`src/hw/mrc_pkg.sv`:
```
// constants for the modem result code reporter
// assumes one 25 MHz clock and a word-aligned register port
package mrc_pkg;

  // rates: terminal side and line side share one coding
  typedef enum logic [3:0] {
    R_300, R_1200, R_1200_75, R_75_1200, R_2400, R_4800,
    R_7200, R_9600, R_12000, R_14400, R_19200, R_38400
  } mrc_rate_t;

  typedef enum logic [2:0] {
    P_NONE, P_LAPB, P_LAPB_HDX, P_LAPB_ASYNC, P_X25, P_X25_ASYNC, P_X25_HDX
  } mrc_prot_t;

  typedef enum logic [1:0] {
    CP_CLASS5, CP_V42BIS, CP_ADAPTIVE, CP_NONE
  } mrc_comp_t;

  // register byte addresses
  localparam logic [7:0] A_CTRL    = 8'h00;
  localparam logic [7:0] A_STATUS  = 8'h04;
  localparam logic [7:0] A_IRQ_EN  = 8'h08;
  localparam logic [7:0] A_IRQ_CLR = 8'h0C;
  localparam logic [7:0] A_LAST    = 8'h10;

  // control fields
  localparam int         CTRL_BASIC  = 0;
  localparam int         CTRL_NEG_ON = 1;
  localparam int         CTRL_W      = 2;
  localparam logic [1:0] CTRL_RST    = 2'h0;

  // status and interrupt fields
  localparam int         ST_CODE    = 0;
  localparam int         ST_NOANS   = 1;
  localparam int         ST_CONNECT = 2;
  localparam int         ST_W       = 3;
  localparam logic [2:0] ST_RST     = 3'h0;

  // last code register: code low byte, busy above it
  localparam int LAST_BUSY = 8;

  // result codes
  localparam logic [7:0] C_NONE       = 8'h00;
  localparam logic [7:0] C_CONNECT    = 8'h01;
  localparam logic [7:0] C_CON_1200   = 8'h05;
  localparam logic [7:0] C_NO_ANSWER  = 8'h08;
  localparam logic [7:0] C_CON_2400   = 8'h0A;
  localparam logic [7:0] C_CON_4800   = 8'h0B;
  localparam logic [7:0] C_CON_9600   = 8'h0C;
  localparam logic [7:0] C_CON_14400  = 8'h0D;
  localparam logic [7:0] C_CON_19200  = 8'h0E;
  localparam logic [7:0] C_CON_1200_75 = 8'h16;
  localparam logic [7:0] C_CON_75_1200 = 8'h17;
  localparam logic [7:0] C_CON_7200   = 8'h18;
  localparam logic [7:0] C_CON_12000  = 8'h19;
  localparam logic [7:0] C_CON_38400  = 8'h1C;
  localparam logic [7:0] C_CAR_300    = 8'h28;
  localparam logic [7:0] C_CAR_1200_75 = 8'h2C;
  localparam logic [7:0] C_CAR_75_1200 = 8'h2D;
  localparam logic [7:0] C_CAR_1200   = 8'h2E;
  localparam logic [7:0] C_CAR_2400   = 8'h2F;
  localparam logic [7:0] C_CAR_4800   = 8'h30;
  localparam logic [7:0] C_CAR_7200   = 8'h31;
  localparam logic [7:0] C_CAR_9600   = 8'h32;
  localparam logic [7:0] C_CAR_12000  = 8'h33;
  localparam logic [7:0] C_CAR_14400  = 8'h34;
  localparam logic [7:0] C_STREAM     = 8'h3C;
  localparam logic [7:0] C_COMP_BASE  = 8'h42;
  localparam logic [7:0] C_PROT_BASE  = 8'h46;

endpackage : mrc_pkg

```
`src/hw/mrc_reporter.sv`:
```
// result code reporter: turns call events into numeric codes
// assumes events are one-cycle pulses synchronous to clk and that
// the negotiation details stand beside ev_connect in its cycle

module mrc_reporter #(
  parameter int ADDR_W = 8
) (
  input  wire logic              clk,
  input  wire logic              reset,
  input  wire logic [ADDR_W-1:0] addr,
  input  wire logic [31:0]       wdata,
  input  wire logic              wr,
  input  wire logic              rd,
  output logic [31:0]            rdata,
  input  wire logic              ev_no_answer,
  input  wire logic              quiet_answer_mod,
  input  wire logic              ev_connect,
  input  wire logic              ec_mode,
  input  wire mrc_pkg::mrc_rate_t dte_rate,
  input  wire mrc_pkg::mrc_rate_t line_rate,
  input  wire logic              streaming_used,
  input  wire mrc_pkg::mrc_prot_t protocol,
  input  wire mrc_pkg::mrc_comp_t compression,
  output logic [7:0]             code,
  output logic                   code_valid,
  output logic                   busy,
  output logic                   irq
);

  generate
    if (ADDR_W < 8)
    begin : g_bad_addr
      $error("ADDR_W too small for the register map");
    end
  endgenerate

  typedef enum logic [2:0] {
    S_IDLE, S_CARRIER, S_PROTOCOL, S_STREAM, S_COMPRESS, S_CONNECT
  } mrc_state_t;

  // connect code from the reported rate
  function automatic logic [7:0] connect_code(mrc_pkg::mrc_rate_t r, logic basic);
    logic [7:0] c;
    c = mrc_pkg::C_CONNECT;
    unique case (r)
      mrc_pkg::R_300:     c = mrc_pkg::C_CONNECT;
      mrc_pkg::R_1200:    c = mrc_pkg::C_CON_1200;
      mrc_pkg::R_1200_75: c = mrc_pkg::C_CON_1200_75;
      mrc_pkg::R_75_1200: c = mrc_pkg::C_CON_75_1200;
      mrc_pkg::R_2400:    c = mrc_pkg::C_CON_2400;
      mrc_pkg::R_4800:    c = mrc_pkg::C_CON_4800;
      mrc_pkg::R_9600:    c = mrc_pkg::C_CON_9600;
      mrc_pkg::R_14400:   c = mrc_pkg::C_CON_14400;
      mrc_pkg::R_19200:   c = mrc_pkg::C_CON_19200;
      mrc_pkg::R_7200:    c = mrc_pkg::C_CON_7200;
      mrc_pkg::R_12000:   c = mrc_pkg::C_CON_12000;
      mrc_pkg::R_38400:   c = mrc_pkg::C_CON_38400;
      default:            c = mrc_pkg::C_CONNECT;
    endcase
    if (basic && is_extended(r))
    begin
      c = mrc_pkg::C_CONNECT;
    end
    return c;
  endfunction : connect_code

  // rates whose codes the basic set suppresses
  function automatic logic is_extended(mrc_pkg::mrc_rate_t r);
    return r inside {mrc_pkg::R_2400, mrc_pkg::R_4800, mrc_pkg::R_7200,
                     mrc_pkg::R_9600, mrc_pkg::R_12000, mrc_pkg::R_14400,
                     mrc_pkg::R_19200, mrc_pkg::R_38400};
  endfunction : is_extended

  // carrier code; none for rates with no carrier message
  function automatic logic [7:0] carrier_code(mrc_pkg::mrc_rate_t r);
    logic [7:0] c;
    c = mrc_pkg::C_NONE;
    unique case (r)
      mrc_pkg::R_300:     c = mrc_pkg::C_CAR_300;
      mrc_pkg::R_1200_75: c = mrc_pkg::C_CAR_1200_75;
      mrc_pkg::R_75_1200: c = mrc_pkg::C_CAR_75_1200;
      mrc_pkg::R_1200:    c = mrc_pkg::C_CAR_1200;
      mrc_pkg::R_2400:    c = mrc_pkg::C_CAR_2400;
      mrc_pkg::R_4800:    c = mrc_pkg::C_CAR_4800;
      mrc_pkg::R_7200:    c = mrc_pkg::C_CAR_7200;
      mrc_pkg::R_9600:    c = mrc_pkg::C_CAR_9600;
      mrc_pkg::R_12000:   c = mrc_pkg::C_CAR_12000;
      mrc_pkg::R_14400:   c = mrc_pkg::C_CAR_14400;
      default:            c = mrc_pkg::C_NONE;
    endcase
    return c;
  endfunction : carrier_code

  mrc_state_t          state_r;
  mrc_state_t          state_nxt;
  logic [7:0]          code_r;
  logic [7:0]          code_nxt;
  logic                valid_r;
  logic                valid_nxt;
  mrc_pkg::mrc_rate_t  dte_r;
  mrc_pkg::mrc_rate_t  dte_nxt;
  mrc_pkg::mrc_rate_t  line_r;
  mrc_pkg::mrc_rate_t  line_nxt;
  mrc_pkg::mrc_prot_t  prot_r;
  mrc_pkg::mrc_prot_t  prot_nxt;
  mrc_pkg::mrc_comp_t  comp_r;
  mrc_pkg::mrc_comp_t  comp_nxt;
  logic                ec_r;
  logic                ec_nxt;
  logic                stream_r;
  logic                stream_nxt;
  logic [7:0]          car_c;
  logic                noans_hit;

  assign car_c = carrier_code(line_r);

  logic [mrc_pkg::CTRL_W-1:0] ctrl_r;
  logic [mrc_pkg::CTRL_W-1:0] ctrl_nxt;
  logic [mrc_pkg::ST_W-1:0]   st_r;
  logic [mrc_pkg::ST_W-1:0]   st_nxt;
  logic [mrc_pkg::ST_W-1:0]   en_r;
  logic [mrc_pkg::ST_W-1:0]   en_nxt;
  logic [mrc_pkg::ST_W-1:0]   st_set;
  logic [mrc_pkg::ST_W-1:0]   st_clr;
  logic [31:0]                rdata_r;
  logic [31:0]                rdata_nxt;
  logic                       irq_r;
  logic                       irq_nxt;
  logic                       busy_r;
  logic                       busy_nxt;

  // report sequencer
  always_comb
  begin
    state_nxt  = state_r;
    code_nxt   = code_r;
    valid_nxt  = 1'b0;
    dte_nxt    = dte_r;
    line_nxt   = line_r;
    prot_nxt   = prot_r;
    comp_nxt   = comp_r;
    ec_nxt     = ec_r;
    stream_nxt = stream_r;
    noans_hit  = 1'b0;
    unique case (state_r)
      S_IDLE:
      begin
        if (ev_connect)
        begin
          dte_nxt    = dte_rate;
          line_nxt   = line_rate;
          prot_nxt   = protocol;
          comp_nxt   = compression;
          ec_nxt     = ec_mode;
          stream_nxt = streaming_used;
          state_nxt  = ctrl_r[mrc_pkg::CTRL_NEG_ON] ? S_CARRIER : S_CONNECT;
        end
        // no answer only under quiet-answer modifier
        else if (ev_no_answer && quiet_answer_mod)
        begin
          code_nxt  = mrc_pkg::C_NO_ANSWER;
          valid_nxt = 1'b1;
          noans_hit = 1'b1;
        end
      end
      S_CARRIER:
      begin
        if (car_c != mrc_pkg::C_NONE)
        begin
          code_nxt  = car_c;
          valid_nxt = 1'b1;
        end
        state_nxt = S_PROTOCOL;
      end
      // protocol code is base plus variant
      S_PROTOCOL:
      begin
        code_nxt  = mrc_pkg::C_PROT_BASE + {5'h00, prot_r};
        valid_nxt = 1'b1;
        state_nxt = stream_r ? S_STREAM : S_COMPRESS;
      end
      S_STREAM:
      begin
        code_nxt  = mrc_pkg::C_STREAM;
        valid_nxt = 1'b1;
        state_nxt = S_COMPRESS;
      end
      // compression code is base plus scheme
      S_COMPRESS:
      begin
        code_nxt  = mrc_pkg::C_COMP_BASE + {6'h00, comp_r};
        valid_nxt = 1'b1;
        state_nxt = S_CONNECT;
      end
      // line speed stands in without error control
      S_CONNECT:
      begin
        code_nxt  = connect_code(ec_r ? dte_r : line_r, ctrl_r[mrc_pkg::CTRL_BASIC]);
        valid_nxt = 1'b1;
        state_nxt = S_IDLE;
      end
      default:
      begin
        state_nxt = S_IDLE;
      end
    endcase
  end

  always_ff @(posedge clk or posedge reset)
  begin
    if (reset)
    begin
      state_r  <= S_IDLE;
      code_r   <= mrc_pkg::C_NONE;
      valid_r  <= 1'b0;
      dte_r    <= mrc_pkg::R_300;
      line_r   <= mrc_pkg::R_300;
      prot_r   <= mrc_pkg::P_NONE;
      comp_r   <= mrc_pkg::CP_NONE;
      ec_r     <= 1'b0;
      stream_r <= 1'b0;
    end
    else
    begin
      state_r  <= state_nxt;
      code_r   <= code_nxt;
      valid_r  <= valid_nxt;
      dte_r    <= dte_nxt;
      line_r   <= line_nxt;
      prot_r   <= prot_nxt;
      comp_r   <= comp_nxt;
      ec_r     <= ec_nxt;
      stream_r <= stream_nxt;
    end
  end

  // register port, sticky status and interrupt
  always_comb
  begin
    ctrl_nxt  = ctrl_r;
    en_nxt    = en_r;
    st_clr    = '0;
    rdata_nxt = 32'h0000_0000;
    st_set    = '0;
    st_set[mrc_pkg::ST_CODE]    = valid_nxt;
    st_set[mrc_pkg::ST_NOANS]   = noans_hit;
    st_set[mrc_pkg::ST_CONNECT] = (state_r == S_CONNECT);
    if (wr)
    begin
      unique case (addr[7:0])
        mrc_pkg::A_CTRL:    ctrl_nxt = wdata[mrc_pkg::CTRL_W-1:0];
        mrc_pkg::A_IRQ_EN:  en_nxt   = wdata[mrc_pkg::ST_W-1:0];
        mrc_pkg::A_IRQ_CLR: st_clr   = wdata[mrc_pkg::ST_W-1:0];
        default:            ctrl_nxt = ctrl_r;
      endcase
    end
    // set wins over a clear in the same cycle
    st_nxt = (st_r & ~st_clr) | st_set;
    if (rd)
    begin
      unique case (addr[7:0])
        mrc_pkg::A_CTRL:   rdata_nxt[mrc_pkg::CTRL_W-1:0] = ctrl_r;
        mrc_pkg::A_STATUS: rdata_nxt[mrc_pkg::ST_W-1:0]   = st_r;
        mrc_pkg::A_IRQ_EN: rdata_nxt[mrc_pkg::ST_W-1:0]   = en_r;
        mrc_pkg::A_LAST:
        begin
          rdata_nxt[7:0]               = code_r;
          rdata_nxt[mrc_pkg::LAST_BUSY] = (state_r != S_IDLE);
        end
        default:           rdata_nxt = 32'h0000_0000;
      endcase
    end
    irq_nxt  = |(st_nxt & en_nxt);
    busy_nxt = (state_nxt != S_IDLE);
  end

  always_ff @(posedge clk or posedge reset)
  begin
    if (reset)
    begin
      ctrl_r  <= mrc_pkg::CTRL_RST;
      st_r    <= mrc_pkg::ST_RST;
      en_r    <= mrc_pkg::ST_RST;
      rdata_r <= 32'h0000_0000;
      irq_r   <= 1'b0;
      busy_r  <= 1'b0;
    end
    else
    begin
      ctrl_r  <= ctrl_nxt;
      st_r    <= st_nxt;
      en_r    <= en_nxt;
      rdata_r <= rdata_nxt;
      irq_r   <= irq_nxt;
      busy_r  <= busy_nxt;
    end
  end

  assign rdata      = rdata_r;
  assign code       = code_r;
  assign code_valid = valid_r;
  assign busy       = busy_r;
  assign irq        = irq_r;

  // checks
  logic take_conn;
  logic neg_on;
  logic basic;
  assign take_conn = (state_r == S_IDLE) && ev_connect;
  assign neg_on    = ctrl_r[mrc_pkg::CTRL_NEG_ON];
  assign basic     = ctrl_r[mrc_pkg::CTRL_BASIC];
endmodule : mrc_reporter

```
`config.mk`:
```
export PLATFORM = sky130hd
export DESIGN_NAME = mrc_reporter
export DESIGN_NICKNAME = d
export VERILOG_FILES = /design/src/hw/mrc_pkg.sv /design/src/hw/mrc_reporter.sv
export SDC_FILE = /design/constraint.sdc
export NUM_CORES = 1
export LEC_CHECK = 0
export BUFFER_PORTS_ARGS = -buffer_cell sky130_fd_sc_hd__buf_2
export CAP_MARGIN = 20
export CORE_MARGIN = 4
export CORE_UTILIZATION = 40
export CTS_CLUSTER_SIZE = 14
export DETAILED_ROUTE_END_ITERATION = 6
export PLACE_DENSITY = 0.68
export SLEW_MARGIN = 30
export SYNTH_ARGS = -nofsm -noshare
export SYNTH_HDL_FRONTEND = slang
export SYNTH_SLANG_ARGS = --single-unit
```
`constraint.sdc`:
```
create_clock -name clk -period 4.9 [get_ports clk]
set_input_delay 0.735 -clock clk [delete_from_list [all_inputs] [get_ports clk]]
set_output_delay 0.735 -clock clk [all_outputs]
set_load 0.01 [all_outputs]
```
* Word-level counts from Yosys, hierarchy flattened
Memories as Yosys holds them, arrays and structs flattened. Index checks and enable logic that the tools add are counted. Widths: inputs -> output; s select.
Word-level totals: input port bits 62, word-level logic and storage cells 80, output and inout port bits 43, memories 2, register bits 69, memory bits (read-only) 176
Memories:
- (name not given) | depth 16, width 6, read ports 1, clocked after Yosys merged registers in 0, write ports 0, line mrc_reporter.sv:78 | unique case (r)
- (name not given) | depth 16, width 5, read ports 1, clocked after Yosys merged registers in 0, write ports 0, line mrc_reporter.sv:45 | unique case (r)
Operators by class: add/sub/neg operators 2, muxes and demuxes 23, reductions and logical operators 14, eq/ne operators 20, bitwise operators 4
Operators with widths (count):
- $pmux 8 s6 | 1
- $mux 8 | 4
- $mux 3 | 7
- $eq 4x3->1 const B | 4
- $eq 4x4->1 const B | 4
- $eq 8x4->1 const B | 2
- $reduce_bool 8->1 | 2
- $pmux 3 s5 | 1
- $mux 9 | 1
- $add 7x2->8 const A | 1
- $add 7x3->8 const A | 1
- $eq 8x3->1 const B | 1
- $eq 8x5->1 const B | 1
- $logic_not 8->1 | 1
- $pmux 2 s4 | 1
- $and 3x3->3 | 2
- $eq 3x2->1 const B | 2
- $eq 3x3->1 const B | 2
- $mux 6 | 1
- $ne 2x2->1 const B | 3
- $pmux 1 s3 | 2
- $reduce_bool 3->1 | 2
- $reduce_bool 6->1 | 1
- $mux 1 | 4
- other kinds (10) | 12

* Logic depth before layout (Yosys ltp)
Gate-level depths: netlist (run 1).
word-level depth 8, mapped depth 9, depth with buffers taken out 8

* Worst setup path after synthesis (run 1)
No wires, ideal clock.
path type input -> register, start input port addr[3], end register irq_r, in the netlist irq, stages 6, required time 4.767 ns, setup slack 2.649 ns, setup time 0.133 ns, buffers on the path 1, arrival 2.117 ns, cells stage by stage buf_6 or4b_4 nor3_4 mux2_4 a21bo_1 o221ai_2
Between the ends: elaborated cells between the ends (all ways) 11, classes of those cells 2 x eq/ne; 4 x mux; 4 x bitwise; 1 x reduce/logical
RTL lines:
- start, declared | line mrc_reporter.sv:10 | input wire logic [ADDR_W-1:0] addr,
- $eq 8x4->1 | line mrc_reporter.sv:250 | unique case (addr[7:0])
- $mux 3 | line mrc_reporter.sv:250
- $mux 3 | line mrc_reporter.sv:248 | if (wr)
- named net en_nxt (one bit) | line mrc_reporter.sv:122 | logic [mrc_pkg::ST_W-1:0] en_nxt;
- $and 3x3->3 | line mrc_reporter.sv:273 | irq_nxt = |(st_nxt & en_nxt);
- $reduce_or 3->1 | line mrc_reporter.sv:273
- named net irq_nxt | line mrc_reporter.sv:128 | logic irq_nxt;
- end signal, assigned | line mrc_reporter.sv:294 | irq_r <= irq_nxt;
- end, declared | line mrc_reporter.sv:127 | logic irq_r;
The timed path passes the listed nets, and every way through them passes these cells. A chain may end at the register's enable or synchronous reset.

* Worst setup path in the final report (run 1)
start input port addr[4], end register irq_r, in the netlist irq
Same word-level chain as after synthesis.

==> results of run 1 <==
kinds of logic (layout without fill, tap and decap cells):
| family | Yosys count | count (layout) | share of synthesized area (%) |
|---|---|---|---|
| adder cells (fa/ha/maj) | 10 | 10 | 4.83 |
| flip-flops | 44 | 44 | 42.6 |
| multiplexers | 23 | 23 | 9.81 |
| other | 1 | 25 | 0.145 |
| AO/OA/AOI/OAI | 51 | 51 | 13.2 |
| AND/OR/NAND/NOR | 82 | 82 | 17.1 |
| buffers and inverters | 52 | 73 | 11.6 |
| XOR/XNOR | 2 | 2 | 0.676 |
power breakdown:
part | leakage [nW] | internal, W | switching (W)
sequential | 0.545 | 0.000486 | 0.000140
clock | 0.0434 | 0.000114 | 0.000124
combinational | 0.806 | 0.000324 | 0.000402
final cells by class:
class / count / area share (%)
Clock inverter: 2 / 0.521
Tap cell: 77 / 3.34
Sequential cell: 44 / 38.3
Inverter: 14 / 1.82
Multi-Input combinational cell: 193 / 44.2
Clock buffer: 6 / 2.86
Timing Repair Buffer: 51 / 8.94
cells in the final DEF (no fill, tap or decap), types with 6 or more instances in the layout:
cell type / count
nor2_1: 20
nand2_1: 24
buf_2: 50
mux2i_1: 7
dfrtp_1: 42
clkbuf_8: 6
a21oi_1: 8
a31oi_1: 6
inv_1: 12
conb_1: 25
ha_1: 10
o21ai_1: 8
mux2_1: 13
worst max-delay path: stages:
cell and delay [ns]:
buf_2 0.17, or4b_1 0.57, nor3_4 0.25, mux2_4 0.34, a21bo_1 0.19, o221ai_2 0.09
per-layer routing:
metal / wire length, um / vias to the layer above / track usage (%)
met1: 2380 / 953 / 18.6
met4: 95 / 0 / 4.95
met5: 0 / - / 0
li1: - / 960 / -
met3: 281 / 7 / 2.98
met2: 2570 / 52 / 22.2
flip-flops by register name (all words and copies together) (netlist names), 2 cells and up:
register	cells
code	7
comp_r	2
ctrl_r	2
dte_r	4
en_r	3
line_r	4
prot_r	3
rdata	8
st_r	3
state_r	3
synth_stat cells, types with 5 or more instances:
master	instances	area (um^2)
dfrtp_1	42	1050
buf_4	25	188
nand2_1	24	90.1
nor2_1	20	75.1
mux2_1	13	146
inv_1	12	45.0
ha_1	10	125
a21oi_1	8	40.0
clkbuf_1	8	30.0
o21ai_1	8	40.0
mux2i_1	7	70.1
a31oi_1	6	37.5
and2_1	5	31.3
nor2b_1	5	31.3
o22ai_1	5	31.3
through the flow:
stage               setup slack [ns]  hold slack (ns)  cell area [um^2]  cells
floorplan                       2.65            0.452              2680    289
global placement                2.44            0.468              2790    379
detailed placement              2.43            0.473              2790    379
CTS                             2.71            0.495              2880    387
global route                    2.58            0.530              2880    387
finish                          2.72            0.491              2880    387
path summary, 6_finish.rpt:
| kind | startpoint | endpoint | slack, ns | cells past startpoint |
|---|---|---|---|---|
| setup / recovery | addr[4] | irq | 2.72 | 6 |
| hold / removal | dte_r[1] | dte_r[1] | 0.49 | 1 |
| setup reg to reg | line_r[1] | code[1] | 2.74 | 7 |
| hold reg to reg | dte_r[1] | dte_r[1] | 0.49 | 1 |
| max in group asynchronous | reset | comp_r[0] | 3.96 | 3 |
| min in group asynchronous | reset | code_valid | 0.56 | 3 |
==> flow_summary.toml, run 1 <==
[status]
outcome = "complete, no violations"

[critical_path]
cp-start-kind = "input pin"
cp_data_arrival_time_ns = 2.35
criticalPathCategory = "input pin to register"
end_kind = "register"
critPathMaxFanout = 13
critPathRequiredTime_ns = 5.07

[timing]
finalClockSkew_ns = 0.00789
worstMarginPinSlew_ns = 0.749
timing.final.crit_share_pct = 44.5
rsz0062_at_grt = "false"
slew_headroom_pct = 50.1
hold_violations = 0
setup_tns_ns = 0
max_freq_ghz = 0.458
drv_slew = 0
final-setup-viol-count = 0
layout_min_cycle_time_ns = 2.18

[global_routing]
grt_usage_pct = 13.9
grt_start_max_net_pins = 45
grt_first_pass_wirelength_um = 8590
antenna_found_initial = 0
grt_pass1_vias = 1810
grt_overflow = 0

[clocking]
cts_setup_buffers = 0
clock_sinks = 44
cts.reportedPaths.clkPinSlew_ns = 0.08
cts_tree = "yes"
h-tree-depth = 2
worst_skew_pair.late_latency_ns = 0.30
cts_resized = 0
clk_path_buf_depth = 2
clk_root_buffer_cell = "clkbuf_8"
cts_buffers = 5
cts-hold-fix-buffers = 0

[power]
fin_total_pwr_w = 0.00159
irDropWorstVdd_mv = 0.234
leakage_nw = 1.39
power_per_cell_area_nw_per_um2 = 552

[synthesis]
synth_edf_count = 0
async_flop_share_pct = 100
ys.flop_type = "dfrtp_1"
syn_avg_cell_area_um2 = 9.77
syn-instance-count = 265
yosys_register_bits = 44
ys_seq_area_share_pct = 42.6
ys.warnings.count = 0
netlist_area_um2 = 2590
synth_cell_types = 55

[finish]
drive_gt1_share_pct = 23.2
area_growth_pct = 11.3
fin_util_pct = 45.7
layout.nets = 381
fillCellCount = 628
multi_input_area_um2 = 1270
seq_area_um2 = 1100
antenna_cells = 0

[floorplanning]
start_util_pct = 41.0
fp.dieW_um = 88.5
pin_count = 105
dieArea_um2 = 7830
coreArea_um2 = 6310
dieHeight_um = 88.5
std_cell_rows = 29

[placed_design]
port_buffers = 50
hpwl_um = 4060
gp_congestion = 0.864

[route]
drt_iter0_markers = 117
routedWlPerCell_um = 13.8
drc_errors = 0
wirelength_um = 5320
vias = 1972
firstDrtPassIters = 4
routed_via_density = 5.10
ant_nets = 0

[job]
cap_violations = 0

[hold_path]
hp-class = "register to register"
(Power assumes the default switching activity.)
==> run 2, diff against run 1 <==
Clock period 4.9 ns to 2.3 ns, I/O delays scaled along.
==> flow_summary.toml, run 2 (synthesis gave the netlist of run 1 again) <==
[global_routing]
grt_start_max_net_pins = 45
grt_usage_pct = 14.0
antenna_found_initial = 0
grt_pass1_vias = 1824
grt_first_pass_wirelength_um = 8580
grt_overflow = 0

[critical_path]
cp.buffers_inverters = 1
criticalPathCategory = "register to register"
end_kind = "register"
critPathRequiredTime_ns = 2.49
critPathMaxFanout = 7
cp_data_arrival_time_ns = 2.20
cp-start-kind = "register"
cp_cell_sequence = "mux2i_1 > inv_1 > ha_1 > nor2_1 > a31oi_1 > o22ai_1 > a211o_1"
cp_slowest_stage_delay_ns = 0.49
cp_slowest_cell = "dfrtp_1"
cp_top_family = "compound AO/OA/AOI/OAI gates"

[clocking]
cts_setup_buffers = 0
clk_root_buffer_cell = "clkbuf_8"
cts_tree = "yes"
cts.reportedPaths.clkPinSlew_ns = 0.08
cts_resized = 0
cts_buffers = 5
clk_path_buf_depth = 2
h-tree-depth = 2
cts-hold-fix-buffers = 0
worst_skew_pair.late_latency_ns = 0.29
clock_sinks = 44

[finish]
final_common_cell = "buf_2"
area_growth_pct = 13.0
layout.nets = 385
drive_gt1_share_pct = 24.2
largest_reg_flops = 8
antenna_cells = 0
fin_util_pct = 46.4
fillCellCount = 636
layout_common_cells = "buf_2 (50), dfrtp_1 (42), conb_1 (25), nand2_1 (24), nor2_1 (20)"

[power]
power_per_cell_area_nw_per_um2 = 1200
comb_power_share_pct = 46.5
p_int_w = 0.00209
irDropWorstVdd_mv = 0.542
seqPwrFrac_pct = 37.0
swShare_pct = 40.3
p_sw_w = 0.00142
power.share.clock_pct = 16.5
leakage_nw = 1.43

[timing]
final-setup-viol-count = 0
slew_headroom_pct = 64.1
hold_violations = 0
rsz0062_at_grt = "false"
drv_slew = 0
setup_tns_ns = 0
timing.final.crit_share_pct = 87.5
finalClockSkew_ns = 0.00667
worstMarginPinSlew_ns = 0.524
max_freq_ghz = 0.497
layout_min_cycle_time_ns = 2.01

[route]
firstDrtPassIters = 6
routed_via_density = 4.97
vias = 1944
ant_nets = 0
drt_iter0_markers = 180
wirelength_um = 5150
drc_errors = 0
routedWlPerCell_um = 13.2

[job]
cap_violations = 0

[floorplanning]
start_util_pct = 41.0
std_cell_rows = 29
dieHeight_um = 88.5
fp.dieW_um = 88.5
dieArea_um2 = 7830
coreArea_um2 = 6310
pin_count = 105

[placed_design]
hpwl_um = 3980
gp_congestion = 0.847
port_buffers = 50

[status]
outcome = "complete, no violations"

[hold_path]
hp-class = "input pin to asynchronous set/reset pin"
==> run 2: cell count changes in the layout (fill, tap and decap cells not counted), sizes merged <==
| cell | change |
|---|---|
| clkinv | +1 |
| clkbuf | -1 |
| bufinv | +1 |
| buf | +4 |
| clkinvlp | -1 |
==> run 2: power by group through the flow <==
| stage | Combinational, W | Sequential, W | Clock [W] |
|---|---|---|---|
| final | 0.00163 | 0.00130 | 0.000580 |
| after global routing | 0.00189 | 0.00135 | 0.000633 |
| after CTS | 0.00165 | 0.00130 | 0.000600 |
| after detailed placement | 0.00164 | 0.00131 | 0 |
| after global placement | 0.00160 | 0.00130 | 0 |
| after floorplan | 0.00135 | 0.00119 | 0 |
==> run 2: metrics by stage <==
step                power [W]  hold slack (ns)  setup slack (ns)  std cells  cell area [um^2]
finish                0.00351            0.171             0.287        391              2930
global route          0.00387            0.222             0.128        391              2930
CTS                   0.00355            0.201             0.277        391              2930
detailed placement    0.00295            0.479             0.245        383              2820
global placement      0.00290            0.470             0.237        383              2820
floorplan             0.00254            0.452             0.439        289              2680
==> run 2: routing by layer <==
metal	vias up	wire length, um	track usage, %
li1	962	-	-
met1	913	2270	18.9
met2	62	2510	22.8
met3	7	306	2.70
met4	0	63	3.98
met5	-	0	0
==> run 2: layout make-up <==
cell class              count  area [um^2]  area share (%)
clock buffers               5         68.8            2.35
well taps                  77         96.3            3.29
multi-input cells         193         1270            43.6
clock inverters             3         42.5            1.45
flip-flops and latches     44         1100            37.7
repair buffers             55          288            9.83
inverters                  14         52.6            1.80
==> run 2: tightest hold or removal path: stages <==
cell and delay, ns:
buf_2 0.09, inv_1 0.04, buf_4 0.45
==> run 2: worst paths after layout <==
path	startpoint	end	slack [ns]	cells past startpoint
worst max-delay path	ec_r	code[1]	0.29	7
max in group asynchronous	reset	comp_r[0]	1.74	3
worst min-delay path	reset	rdata[1]	0.17	3
worst max register to register	ec_r	code[1]	0.29	7
worst min register to register	dte_r[0]	dte_r[0]	0.49	1
min in group clk	line_rate[0]	line_r[0]	0.26	3
==> run 3, diff against run 2 <==
Settings changed: GPL_ROUTABILITY_DRIVEN set to 0, PLACE_DENSITY 0.68 to not set, PLACE_DENSITY_LB_ADDON set to 0.12.
==> flow_summary.toml, run 3 (synthesis gave the netlist of run 1 again) <==
[status]
outcome = "complete, no violations"

[placed_design]
port_buffers = 50
hpwl_um = 4150
post-place-ws_ns = 0.247
post_dp_cell_area_um2 = 2820
dp_cells = 384

[route]
drt_iter0_markers = 117
firstDrtPassIters = 4
ant_nets = 0
routed_via_density = 4.96
vias = 1946
routedWlPerCell_um = 13.8
wirelength_um = 5410
drc_errors = 0

[critical_path]
critPathMaxFanout = 7
critPathRequiredTime_ns = 2.49
end_kind = "register"
criticalPathCategory = "register to register"
cp_data_arrival_time_ns = 2.24
cp-start-kind = "register"
rrSetupSlack_ns = 0.25

[floorplanning]
dieArea_um2 = 7830
std_cell_rows = 29
dieHeight_um = 88.5
fp.dieW_um = 88.5
coreArea_um2 = 6310
start_util_pct = 41.0
pin_count = 105

[power]
p_sw_w = 0.00144
irDropWorstVdd_mv = 0.609
seqPwrFrac_pct = 36.4
power_per_cell_area_nw_per_um2 = 1210
power.share.clock_pct = 16.6
comb_power_share_pct = 47.0
leakage_nw = 1.43
swShare_pct = 40.6
p_int_w = 0.00211

[finish]
layout_common_cells = "buf_2 (50), dfrtp_1 (42), conb_1 (25), nand2_1 (24), nor2_1 (20)"
layout.nets = 386
largest_reg_flops = 8
final_common_cell = "buf_2"
final_cells = 392
antenna_cells = 0
design_area_um2 = 2930
area_growth_pct = 13.3
fillCellCount = 639
drive_gt1_share_pct = 24.4

[clocking]
cts-hold-fix-buffers = 0
clock_sinks = 44
worst_skew_pair.late_latency_ns = 0.30
clk_path_buf_depth = 2
cts.reportedPaths.clkPinSlew_ns = 0.08
h-tree-depth = 2
cts_tree = "yes"
cts_buffers = 5
cts_resized = 0
cts_setup_buffers = 0
clk_root_buffer_cell = "clkbuf_8"

[job]
cap_violations = 0

[global_routing]
grt_overflow = 0
antenna_found_initial = 0
grt_first_pass_wirelength_um = 9130
grt_pass1_vias = 1924
grt_usage_pct = 15.0
grt_start_max_net_pins = 45

[timing]
rsz0062_at_grt = "false"
drv_slew = 0
final.setup.worst_slack_ns = 0.252
finalClockSkew_ns = 0.00252
timing.final.crit_share_pct = 89.1
max_freq_ghz = 0.488
hold_violations = 0
worst_hold_slack_ns = 0.175
slew_headroom_pct = 62.9
worstMarginPinSlew_ns = 0.556
layout_min_cycle_time_ns = 2.05
final-setup-viol-count = 0
setup_tns_ns = 0

[hold_path]
hp-class = "input pin to asynchronous set/reset pin"
==> run 3: cell count changes in the layout (fill, tap and decap cells not counted) <==
cell and change:
inv_1 -1, buf_4 +1, clkinv_1 +1
==> run 3: area by class of cell <==
class / count / area (um^2) / share of cell area [%]
inverters: 14 / 52.6 / 1.79
clock buffers: 5 / 68.8 / 2.35
flip-flops and latches: 44 / 1100 / 37.6
clock inverters: 3 / 42.5 / 1.45
well taps: 77 / 96.3 / 3.28
repair buffers: 56 / 295 / 10.1
multi-input cells: 193 / 1270 / 43.5
==> run 3: worst max-delay path: stages (launching register included) <==
cell	delay (ns)
dfrtp_1	0.49
mux2i_1	0.40
inv_1	0.15
ha_1	0.33
nor2_1	0.05
a31oi_1	0.13
o22ai_1	0.11
a211o_1	0.29
==> run 3: metal layers <==
layer  part of all wire (%)  global-route usage (%)  vias up
li1                       -                       -      972
met5                      0                       0        -
met2                     45                    23.2       59
met4                    1.9                    5.77        0
met3                    5.7                    2.70        9
met1                     47                    21.1      906
==> run 3: per-stage QoR <==
step                utilization, %  total power [W]
floorplan                        -          0.00254
global placement              44.7          0.00296
detailed placement            44.7          0.00299
CTS                           46.5          0.00359
global route                  46.5          0.00391
finish                        46.5          0.00355
==> run 3: power groups by stage <==
stage	logic, W	clock network (W)	registers [W]
2_1_floorplan	0.00135	0	0.00119
3_3_place_gp	0.00165	0	0.00131
3_5_place_dp	0.00168	0	0.00131
4_1_cts	0.00168	0.000612	0.00130
5_1_grt	0.00193	0.000645	0.00134
6_report	0.00167	0.000590	0.00129
==> run 3: path summary, 6_finish.rpt <==
kind                        startpoint   endpoint  cells past startpoint
max                               ec_r    code[1]                      7
min                              reset   rdata[1]                      3
max in group asynchronous        reset  comp_r[0]                      3
min in group clk           protocol[1]  prot_r[1]                      3
min reg2reg                   dte_r[0]   dte_r[0]                      1
max reg2reg                       ec_r    code[1]                      7
